$ cat src/tcsi_pkg.sv
package tcsi_pkg;
    localparam int ADDR_W = 8;
    localparam int DATA_W = 32;
    localparam int EVT_W = 8;
    localparam int VAL_W = 16;

    // Register byte offsets
    localparam logic [ADDR_W-1:0] OFS_MODE = 8'h04;
    localparam logic [ADDR_W-1:0] OFS_CMPC = 8'h1c;
    localparam logic [ADDR_W-1:0] OFS_STATUS = 8'h20;
    localparam logic [ADDR_W-1:0] OFS_IRQ_SET = 8'h24;
    localparam logic [ADDR_W-1:0] OFS_IRQ_CLR = 8'h28;
    localparam logic [ADDR_W-1:0] OFS_IRQ_MASK = 8'h2c;

    // Status and mode field positions
    localparam int BIT_OVF = 0;
    localparam int BIT_LOVR = 1;
    localparam int BIT_CMPA = 2;
    localparam int BIT_CMPB = 3;
    localparam int BIT_CMPC = 4;
    localparam int BIT_CAPA = 5;
    localparam int BIT_CAPB = 6;
    localparam int BIT_TRIG = 7;
    localparam int BIT_CLKON = 16;
    localparam int BIT_MIRA = 17;
    localparam int BIT_MIRB = 18;
    localparam int BIT_WAVE = 0;

    // Flags alive only in one mode
    localparam logic [EVT_W-1:0] CAPTURE_ONLY = 8'h62;
    localparam logic [EVT_W-1:0] WAVE_ONLY = 8'h0c;

    // Reset values and pin synchronizer width
    localparam logic [VAL_W-1:0] RST_CMPC = 16'h0000;
    localparam logic [EVT_W-1:0] RST_STATUS = 8'h00;
    localparam logic [EVT_W-1:0] RST_MASK = 8'h00;
    localparam logic RST_WAVE = 1'b0;
    localparam int SYNC_STAGES = 2;
endpackage : tcsi_pkg

$ cat src/tcsi_channel_status.sv
// Register access over Wishbone is this design's own decision.
`timescale 1ns/1ps
module tcsi_channel_status (
    // Clock and reset
    input wire logic clk,
    input wire logic resetn,
    // Wishbone slave
    input wire logic wb_cyc_i,
    input wire logic wb_stb_i,
    input wire logic wb_we_i,
    input wire logic [tcsi_pkg::ADDR_W-1:0] wb_adr_i,
    input wire logic [3:0] wb_sel_i,
    input wire logic [tcsi_pkg::DATA_W-1:0] wb_dat_i,
    output logic [tcsi_pkg::DATA_W-1:0] wb_dat_o,
    output logic wb_ack_o,
    // Event pulses from the counter logic
    input wire logic overflowEvt,
    input wire logic compareAEvt,
    input wire logic compareBEvt,
    input wire logic compareCEvt,
    input wire logic captureALoad,
    input wire logic captureBLoad,
    input wire logic captureARead,
    input wire logic captureBRead,
    input wire logic triggerEvt,
    // Live channel state
    input wire logic clockOn,
    input wire logic lineAPin,
    input wire logic lineBPin,
    input wire logic lineADrive,
    input wire logic lineBDrive,
    // To the counter logic and interrupt controller
    output logic [tcsi_pkg::VAL_W-1:0] compareCValue,
    output logic waveMode,
    output logic irq
);
    import tcsi_pkg::*;

    typedef struct packed {
        logic [VAL_W-1:0] cmpC;
        logic [EVT_W-1:0] flags;
        logic [EVT_W-1:0] mask;
        logic wave;
        logic clkOn;
        logic mirA;
        logic mirB;
        logic pendA;
        logic pendB;
        logic ack;
        logic [DATA_W-1:0] rdData;
        logic irq;
    } tcsi_state_t;

    tcsi_state_t state_ff;
    tcsi_state_t nxt_state;

    logic [1:0] pinSync;
    logic access;
    logic wrStrobe;
    logic rdStrobe;
    logic hitMode;
    logic hitCmpC;
    logic hitStatus;
    logic hitSet;
    logic hitClr;
    logic hitMask;
    logic [EVT_W-1:0] events;
    logic [EVT_W-1:0] modeKeep;
    logic [EVT_W-1:0] visible;
    logic [DATA_W-1:0] statusWord;
    logic [DATA_W-1:0] readMux;
    logic overrunA;
    logic overrunB;

    // Pins come from outside the clock domain
    tcsi_sync2 #(
        .WIDTH(SYNC_STAGES)
    ) u_pin_sync (
        .clk(clk),
        .resetn(resetn),
        .asyncIn({lineBPin, lineAPin}),
        .syncOut(pinSync)
    );

    // One access per request; ack in the cycle after the strobe
    assign access = wb_cyc_i && wb_stb_i && !state_ff.ack;
    assign wrStrobe = access && wb_we_i;
    assign rdStrobe = access && !wb_we_i;

    always_comb begin
        hitMode = 1'b0;
        hitCmpC = 1'b0;
        hitStatus = 1'b0;
        hitSet = 1'b0;
        hitClr = 1'b0;
        hitMask = 1'b0;
        if (wb_adr_i == OFS_MODE) begin
            hitMode = 1'b1;
        end else if (wb_adr_i == OFS_CMPC) begin
            hitCmpC = 1'b1;
        end else if (wb_adr_i == OFS_STATUS) begin
            hitStatus = 1'b1;
        end else if (wb_adr_i == OFS_IRQ_SET) begin
            hitSet = 1'b1;
        end else if (wb_adr_i == OFS_IRQ_CLR) begin
            hitClr = 1'b1;
        end else if (wb_adr_i == OFS_IRQ_MASK) begin
            hitMask = 1'b1;
        end
    end

    // Flags that the present mode lets live
    always_comb begin
        if (state_ff.wave) begin
            modeKeep = ~CAPTURE_ONLY;
        end else begin
            modeKeep = ~WAVE_ONLY;
        end
    end

    // Second load with the first still unread is an overrun
    assign overrunA = captureALoad && state_ff.pendA && !captureARead;
    assign overrunB = captureBLoad && state_ff.pendB && !captureBRead;

    always_comb begin
        events = '0;
        events[BIT_OVF] = overflowEvt;
        events[BIT_LOVR] = overrunA || overrunB;
        events[BIT_CMPA] = compareAEvt;
        events[BIT_CMPB] = compareBEvt;
        events[BIT_CMPC] = compareCEvt;
        events[BIT_CAPA] = captureALoad;
        events[BIT_CAPB] = captureBLoad;
        events[BIT_TRIG] = triggerEvt;
        events = events & modeKeep;
    end

    // Stale flags of the other mode stay hidden
    assign visible = state_ff.flags & modeKeep;

    always_comb begin
        statusWord = '0;
        statusWord[EVT_W-1:0] = visible;
        statusWord[BIT_CLKON] = state_ff.clkOn;
        statusWord[BIT_MIRA] = state_ff.mirA;
        statusWord[BIT_MIRB] = state_ff.mirB;
    end

    always_comb begin
        readMux = '0;
        if (hitMode) begin
            readMux[BIT_WAVE] = state_ff.wave;
        end else if (hitCmpC) begin
            readMux[VAL_W-1:0] = state_ff.cmpC;
        end else if (hitStatus) begin
            readMux = statusWord;
        end else if (hitMask) begin
            readMux[EVT_W-1:0] = state_ff.mask;
        end
    end

    always_comb begin
        nxt_state = state_ff;
        nxt_state.ack = access;
        nxt_state.rdData = state_ff.rdData;
        if (rdStrobe) begin
            nxt_state.rdData = readMux;
        end

        // Mode bit
        if (wrStrobe && hitMode && wb_sel_i[0]) begin
            nxt_state.wave = wb_dat_i[BIT_WAVE];
        end

        // Compare-C, byte lanes honoured
        if (wrStrobe && hitCmpC) begin
            if (wb_sel_i[0]) begin
                nxt_state.cmpC[7:0] = wb_dat_i[7:0];
            end
            if (wb_sel_i[1]) begin
                nxt_state.cmpC[15:8] = wb_dat_i[15:8];
            end
        end

        // Mask set and clear ports
        if (wrStrobe && hitSet && wb_sel_i[0]) begin
            nxt_state.mask = state_ff.mask | wb_dat_i[EVT_W-1:0];
        end else if (wrStrobe && hitClr && wb_sel_i[0]) begin
            nxt_state.mask = state_ff.mask & ~wb_dat_i[EVT_W-1:0];
        end

        // Read clears, a same-cycle event still sets
        if (rdStrobe && hitStatus) begin
            nxt_state.flags = events;
        end else begin
            nxt_state.flags = state_ff.flags | events;
        end

        // Unread capture tracking
        if (captureALoad) begin
            nxt_state.pendA = 1'b1;
        end else if (captureARead) begin
            nxt_state.pendA = 1'b0;
        end
        if (captureBLoad) begin
            nxt_state.pendB = 1'b1;
        end else if (captureBRead) begin
            nxt_state.pendB = 1'b0;
        end

        // Live views, never cleared by a read
        nxt_state.clkOn = clockOn;
        if (state_ff.wave) begin
            nxt_state.mirA = lineADrive;
            nxt_state.mirB = lineBDrive;
        end else begin
            nxt_state.mirA = pinSync[0];
            nxt_state.mirB = pinSync[1];
        end

        // Level interrupt follows the next flag and mask values
        nxt_state.irq = |(nxt_state.flags & modeKeep & nxt_state.mask);
    end

    always_ff @(posedge clk or negedge resetn) begin
        if (!resetn) begin
            state_ff.cmpC <= RST_CMPC;
            state_ff.flags <= RST_STATUS;
            state_ff.mask <= RST_MASK;
            state_ff.wave <= RST_WAVE;
            state_ff.clkOn <= 1'b0;
            state_ff.mirA <= 1'b0;
            state_ff.mirB <= 1'b0;
            state_ff.pendA <= 1'b0;
            state_ff.pendB <= 1'b0;
            state_ff.ack <= 1'b0;
            state_ff.rdData <= '0;
            state_ff.irq <= 1'b0;
        end else begin
            state_ff <= nxt_state;
        end
    end

    assign wb_dat_o = state_ff.rdData;
    assign wb_ack_o = state_ff.ack;
    assign compareCValue = state_ff.cmpC;
    assign waveMode = state_ff.wave;
    assign irq = state_ff.irq;
endmodule : tcsi_channel_status

$ cat src/tcsi_sync2.sv
`timescale 1ns/1ps
module tcsi_sync2 #(
    parameter int WIDTH = 2
) (
    // Clock and reset
    input wire logic clk,
    input wire logic resetn,
    // Asynchronous levels in, settled levels out
    input wire logic [WIDTH-1:0] asyncIn,
    output logic [WIDTH-1:0] syncOut
);
    import tcsi_pkg::*;

    typedef struct packed {
        logic [WIDTH-1:0] meta;
        logic [WIDTH-1:0] safe;
    } tcsi_sync_t;

    tcsi_sync_t state_ff;
    tcsi_sync_t nxt_state;

    // First stage feeds only the second one
    always_comb begin
        nxt_state.meta = asyncIn;
        nxt_state.safe = state_ff.meta;
    end

    always_ff @(posedge clk or negedge resetn) begin
        if (!resetn) begin
            state_ff <= '0;
        end else begin
            state_ff <= nxt_state;
        end
    end

    assign syncOut = state_ff.safe;
endmodule : tcsi_sync2

$ cat config.mk
export PLATFORM = sky130hd
export DESIGN_NAME = tcsi_channel_status
export DESIGN_NICKNAME = d
export VERILOG_FILES = /design/src/tcsi_pkg.sv /design/src/tcsi_channel_status.sv /design/src/tcsi_sync2.sv
export SDC_FILE = /design/constraint.sdc
export NUM_CORES = 1
export LEC_CHECK = 0
export BUFFER_PORTS_ARGS = -buffer_cell sky130_fd_sc_hd__buf_2
export CAP_MARGIN = 15
export CORE_MARGIN = 1.5
export CORE_UTILIZATION = 46
export CTS_BUF_LIST = sky130_fd_sc_hd__clkbuf_8
export DETAILED_ROUTE_END_ITERATION = 7
export GPL_ROUTABILITY_DRIVEN = 0
export GPL_TIMING_DRIVEN = 0
export PLACE_DENSITY_LB_ADDON = 0.25
export SETUP_SLACK_MARGIN = 0.3
export SLEW_MARGIN = 25
export SYNTH_ARGS = -nofsm -noshare
export SYNTH_HDL_FRONTEND = slang
export SYNTH_SLANG_ARGS = --single-unit
$ cat constraint.sdc
create_clock -name clk -period 1.7 [get_ports clk]
set_input_delay 0.255 -clock clk [delete_from_list [all_inputs] [get_ports clk]]
set_output_delay 0.255 -clock clk [all_outputs]
set_load 0.05 [all_outputs]
==> results of run 1 <==
-- through the flow --
| stage | setup TNS [ps] | hold WS [ps] | setup slack [ps] |
|---|---|---|---|
| floorplan | -238 | -40.6 | -238 |
| global placement | -4630 | 333 | -430 |
| detailed placement | -4820 | 337 | -448 |
| CTS | -282 | 11.7 | -282 |
| global route | -1780 | 16.9 | -371 |
| finish | -1280 | -2.46 | -268 |
-- cell families (layout without fill, tap and decap cells) --
group	Yosys count	after routing
muxes	19	19
DFF	63	63
buffers and inverters	64	183
other	1	13
and+or+nand+nor	83	83
AOI/OAI and AO/OA	46	46
-- cells in the mapped netlist (all sizes together) (5+ instances only) --
| cell type | number | share of area |
|---|---|---|
| o21ai | 9 | 0.015 |
| nand2 | 44 | 0.055 |
| a22o | 7 | 0.020 |
| a21o | 8 | 0.020 |
| nand3 | 12 | 0.020 |
| a222oi | 5 | 0.017 |
| clkbuf | 6 | 0.0079 |
| mux2 | 19 | 0.071 |
| inv | 5 | 0.0062 |
| nor2 | 6 | 0.0075 |
| buf | 53 | 0.13 |
| dfrtp | 63 | 0.52 |
-- sequential cells by signal, summed over array words and instances, names as in the netlist --
| signal | cells |
|---|---|
| compareCValue | 16 |
| irq | 1 |
| state_ff | 21 |
| u_pin_sync.nxt_state | 2 |
| u_pin_sync.syncOut | 2 |
| waveMode | 1 |
| wb_ack_o | 1 |
| wb_dat_o | 19 |
-- layer usage --
layer | track usage | up-vias | part of all wire
li1 | - | 1171 | -
met1 | 0.296 | 1163 | 0.46
met2 | 0.306 | 88 | 0.47
met3 | 0.0317 | 8 | 0.058
met4 | 0.104 | 0 | 0.018
met5 | 0 | - | 0
-- worst max-delay path: stages (launching register included) --
cell and delay [ps]:
dfrtp_2 410, nor4bb_1 270, buf_4 170, nand4b_4 190, a21o_1 240, a21boi_4 140, a2111oi_4 280, o21ai_1 130
-- worst min-delay path by stage --
stage | slack [ps] | endpoint | startpoint
detailed placement | 340 | u_pin_sync.syncOut[1] | u_pin_sync.nxt_state[1]
global route | 20 | u_pin_sync.nxt_state[0] | lineAPin
global placement | 330 | u_pin_sync.syncOut[0] | u_pin_sync.nxt_state[0]
CTS | 10 | u_pin_sync.nxt_state[1] | lineBPin
finish | -2 | compareCValue[1] | resetn
floorplan | -40 | compareCValue[0] | resetn
-- where the power goes --
part           internal (mW)  total, mW  switching [mW]
registers               1.54       1.55          0.0189
clock network          0.699       1.25           0.553
logic                  0.165      0.442           0.277
-- final cells by class --
type,instances,area (um^2)
buffer,59,462
clock inverter,6,52.6
tap,77,96.3
sequential,63,1580
clock buffer,10,138
inverter,5,18.8
timing repair buffer,103,643
multi-input combinational,161,1260
fill,521,2100
-- what timing repair did --
item | CTS | global route
endpoints found under the setup margin | 49 | 53
resized for setup | 55 | 29
pin swaps | 14 | 10
setup buffers | 9 | 9
gates cloned | 2 | 1
==> metrics.cfg, run 1 <==
[timing]
tightest_slew_ps = 793
rsz0062_at_grt = true
period_needed_ps = 1970
period_share = 1.16
setup_ws_ps = -268
fmax_ghz = 0.508
finalHoldWorstSlack_ps = -2.46
max_slew_margin = 0.471
fin_worst_skew_ps = 8.28
final_max_slew_viol_count = 0
setup_viol = 10
hold_violations = 1

[clock_network]
clkTransAtPathRegs_ps = 70
cts.sinks = 63
cts_buffers = 9
cts-root-buf = clkbuf_8
cts_tree = built
clockBufferDepth = 2
htreeDepth = 3
insertion_delay_ps = 330
cts_hold_buf = 0

[detailed_routing]
wl_um = 7140
vias = 2430
final_antenna_net_count = 0
drt_iter0_markers = 196
drc = 0
via_per_inst = 5.02
post_drt_wl_per_cell_um = 14.8
firstDrtPassIters = 5

[yosys]
synth_top_family_by_area = simple AND/OR/NAND/NOR gates
yosysSeqAreaShare = 0.524
yosysWarnings = 0
synth_area_mm2 = 0.00301
synthArstFlopShare = 1.00
ys_types = 40
synthFlopType = dfrtp_1
synthCells = 276
synth_compound_area_frac = 0.116
synth-edff-count = 0
synth_xor_area_frac = 0
synthMuxAreaShare = 0.0711
avgSynthCellArea_um2 = 10.9
ys_ff_latch = 63
synth-simple-area-share = 0.144
synth_fa_ha_area_frac = 0

[floorplanning]
core_mm2 = 0.00635
rows = 29
die_area_mm2 = 0.00704
die_x_um = 83.9
pin_count = 114
initial_core_util = 0.474
die_h_um = 83.9

[cells_and_area]
final_cell_mix = buf_2 (81), buf_4 (63), dfrtp_1 (61)
finalNetCount = 465
fin_cells = 484
layout-drive-gt1-share = 0.575
area_delta_synth_final_pct = 41.3
diodes = 0
mostFrequentLayoutCell = buf_2
final_area_mm2 = 0.00425
final_util = 0.670

[grt]
overflow = 0
grt_pass1_wl_um = 11400
antenna_found_initial = 0
grt_max_degree = 64
grt_use_total = 0.207
grt_pass1_vias = 2225

[placed_design]
portBuffers = 82
dpl_cell_area_mm2 = 0.00359
hpwl_um = 4700
dp_cells = 447

[worst_setup_path]
required_ps = 1900
rrSetupSlack_ps = -270
arrival_ps = 2170
startpoint = wb_ack_o
startpoint_type = flop
worstReg2RegStart = wb_ack_o
endpoint_kind = flop
r2r_cells = 7
worstPathMaxFanout = 6
rr_endpoint = irq
timing.critical_path.to = irq
critPathKind = flop to flop

[status]
violations = negative hold slack, negative setup slack
status = finished with violations

[power_and_ir_drop]
totalPowerFinal_mw = 3.25
power_density_mw_per_mm2 = 764
power.leakage_nw = 2.33
ir_worst_vdd_mv = 0.549

[worst_hold_path]
hold_class = input pin to async pin

[flow_run]
drv_cap = 0

Power figures use the tool's default switching activity.
==> run 2: changes to the inputs <==
--- a/config.mk
+++ b/config.mk
@@ -5,12 +5,12 @@
 export SDC_FILE = /design/constraint.sdc
 export NUM_CORES = 1
 export LEC_CHECK = 0
-export BUFFER_PORTS_ARGS = -buffer_cell sky130_fd_sc_hd__buf_2
 export CAP_MARGIN = 15
 export CORE_MARGIN = 1.5
-export CORE_UTILIZATION = 46
+export CORE_UTILIZATION = 56
 export CTS_BUF_LIST = sky130_fd_sc_hd__clkbuf_8
 export DETAILED_ROUTE_END_ITERATION = 7
+export DONT_BUFFER_PORTS = 1
 export GPL_ROUTABILITY_DRIVEN = 0
 export GPL_TIMING_DRIVEN = 0
 export PLACE_DENSITY_LB_ADDON = 0.25
==> run 2 against run 1 <==
The flow still finishes with violations (negative hold slack, negative setup slack). Highest routed layer unchanged. Setup slack got worse by 160 ps. Sequential power about the same. Maximum frequency decreased by 7.4%. Total power decreased by 0.25%. Critical path depth unchanged. First-iteration DRC count decreased by 18%.
==> metrics.cfg, run 2 (synthesis results as in run 1) <==
[power_and_ir_drop]
power_switching_mw = 0.797
p_comb_frac = 0.097
seq_power_share = 0.484
ir_worst_vdd_mv = 0.644
p_clk_frac = 0.418
switching_share = 0.246
internal_power_mw = 2.44
power_density_mw_per_mm2 = 836
power.leakage_nw = 1.94

[clock_network]
cts_buffers = 9
cts.sinks = 63
insertion_delay_ps = 340
cts_tree = built
cts-root-buf = clkbuf_8
clkTransAtPathRegs_ps = 70
htreeDepth = 3
clockBufferDepth = 2

[placed_design]
dpl_cell_area_mm2 = 0.00316
pre_cts_ws_ps = -544
hpwl_um = 4320
portBuffers = 0

[detailed_routing]
wl_um = 6890
post_drt_wl_per_cell_um = 17.3
firstDrtPassIters = 4
via_per_inst = 5.54
final_antenna_net_count = 0
vias = 2205
drt_iter0_markers = 160
drc = 0

[worst_setup_path]
critPathBufInv = 1
arrival_ps = 2330
cpMaxStageDelayCell = dfrtp_2
required_ps = 1900
path_delay_family = compound AO/OA/AOI/OAI gates
worstPathMaxFanout = 7
endpoint_kind = flop
startpoint_type = flop
cp_cell_sequence = nor4bb_2, buf_4, nand4b_4, a31oi_1, a21oi_1, a2111oi_4, o21ai_1
max_stage_delay_ps = 530
critPathKind = flop to flop

[floorplanning]
die_area_mm2 = 0.00582
initial_core_util = 0.585
rows = 26
core_mm2 = 0.00514
die_x_um = 76.3
pin_count = 114
die_h_um = 76.3

[cells_and_area]
final_cell_mix = dfrtp_1 (61), buf_4 (56), nand2_1 (41)
largest_reg_flops = 21
top_register = state_ff
finalNetCount = 386
multi_input_area_mm2 = 0.00127
fillers = 367
mostFrequentLayoutCell = dfrtp_1
layout-drive-gt1-share = 0.427
area_delta_synth_final_pct = 28.8
final_util = 0.754
seq_area_mm2 = 0.00158
final_area_mm2 = 0.00388
diodes = 0

[timing]
fmax_ghz = 0.471
hold_violations = 63
rsz0062_at_grt = true
period_needed_ps = 2120
setup_ws_ps = -424
fin_worst_skew_ps = 9.07
finalHoldWorstSlack_ps = -393
max_slew_margin = 0.589
period_share = 1.25
final_max_slew_viol_count = 0
setup_viol = 34
tightest_slew_ps = 617

[flow_run]
drv_cap = 0

[status]
violations = negative hold slack, negative setup slack
status = finished with violations

[grt]
overflow = 0
antenna_found_initial = 0
grt_use_total = 0.242
grt_max_degree = 64
grt_pass1_wl_um = 10600
grt_pass1_vias = 2135

[worst_hold_path]
hold_class = input pin to async pin

## run 2: path summary, 6_finish.rpt
check | from | endpoint | slack [ps] | cells after the start
min in group clk | overflowEvt | state_ff[48] | 30 | 1
min reg2reg | u_pin_sync.nxt_state[0] | u_pin_sync.syncOut[0] | 350 | 0
max | wb_ack_o | irq | -420 | 7
max reg2reg | wb_ack_o | irq | -420 | 7
min | resetn | waveMode | -390 | 0
max in group asynchronous | resetn | wb_ack_o | 1990 | 0
## run 2: final cells by class
class,instances,share of cell area
sequential,63,0.407
multi-input combinational,161,0.327
buffer,59,0.120
timing repair buffer,24,0.0642
clock buffer,12,0.0426
tap,70,0.0226
clock inverter,4,0.0113
inverter,5,0.00484
## run 2: power by group through the flow
| stage | registers, mW | logic, mW | clock network [mW] |
|---|---|---|---|
| final | 1.57 | 0.315 | 1.36 |
| after global routing | 1.57 | 0.329 | 1.44 |
| after CTS | 1.57 | 0.300 | 1.36 |
| after detailed placement | 1.59 | 0.256 | 0 |
| after global placement | 1.59 | 0.254 | 0 |
| after floorplan | 1.59 | 0.240 | 0 |
## run 2: worst register-to-register path, stage by stage (launching register included)
cell,delay [ps]
dfrtp_2,530
nor4bb_2,320
buf_4,170
nand4b_4,170
a31oi_1,230
a21oi_1,110
a2111oi_4,340
o21ai_1,120
## run 2: metal layers
layer,up-vias,GRT usage,share of wire
met5,-,0,0
met4,0,0.106,0.019
met3,12,0.0802,0.080
met2,104,0.358,0.47
met1,1086,0.325,0.43
li1,1003,-,-
## run 2: what timing repair did
action / 4_1_cts / 5_1_grt
buffers inserted: 14 / 4
pin swaps: 24 / 18
gates resized for setup: 51 / 21
endpoints found under the setup margin: 53 / 53
hold buffers: 4 / 1
hold endpoints to repair: 67 / 64
gates cloned: 1 / 0
## run 2: per-stage QoR
step	hold slack (ps)	std cells	total power [mW]	TNS, ps
after global placement	-38.8	358	1.85	-2200
after floorplan	-40.6	288	1.83	-238
final	-393	398	3.24	-6580
after detailed placement	-38.9	358	1.85	-1860
after global routing	-417	398	3.34	-8260
after CTS	-407	393	3.23	-5230
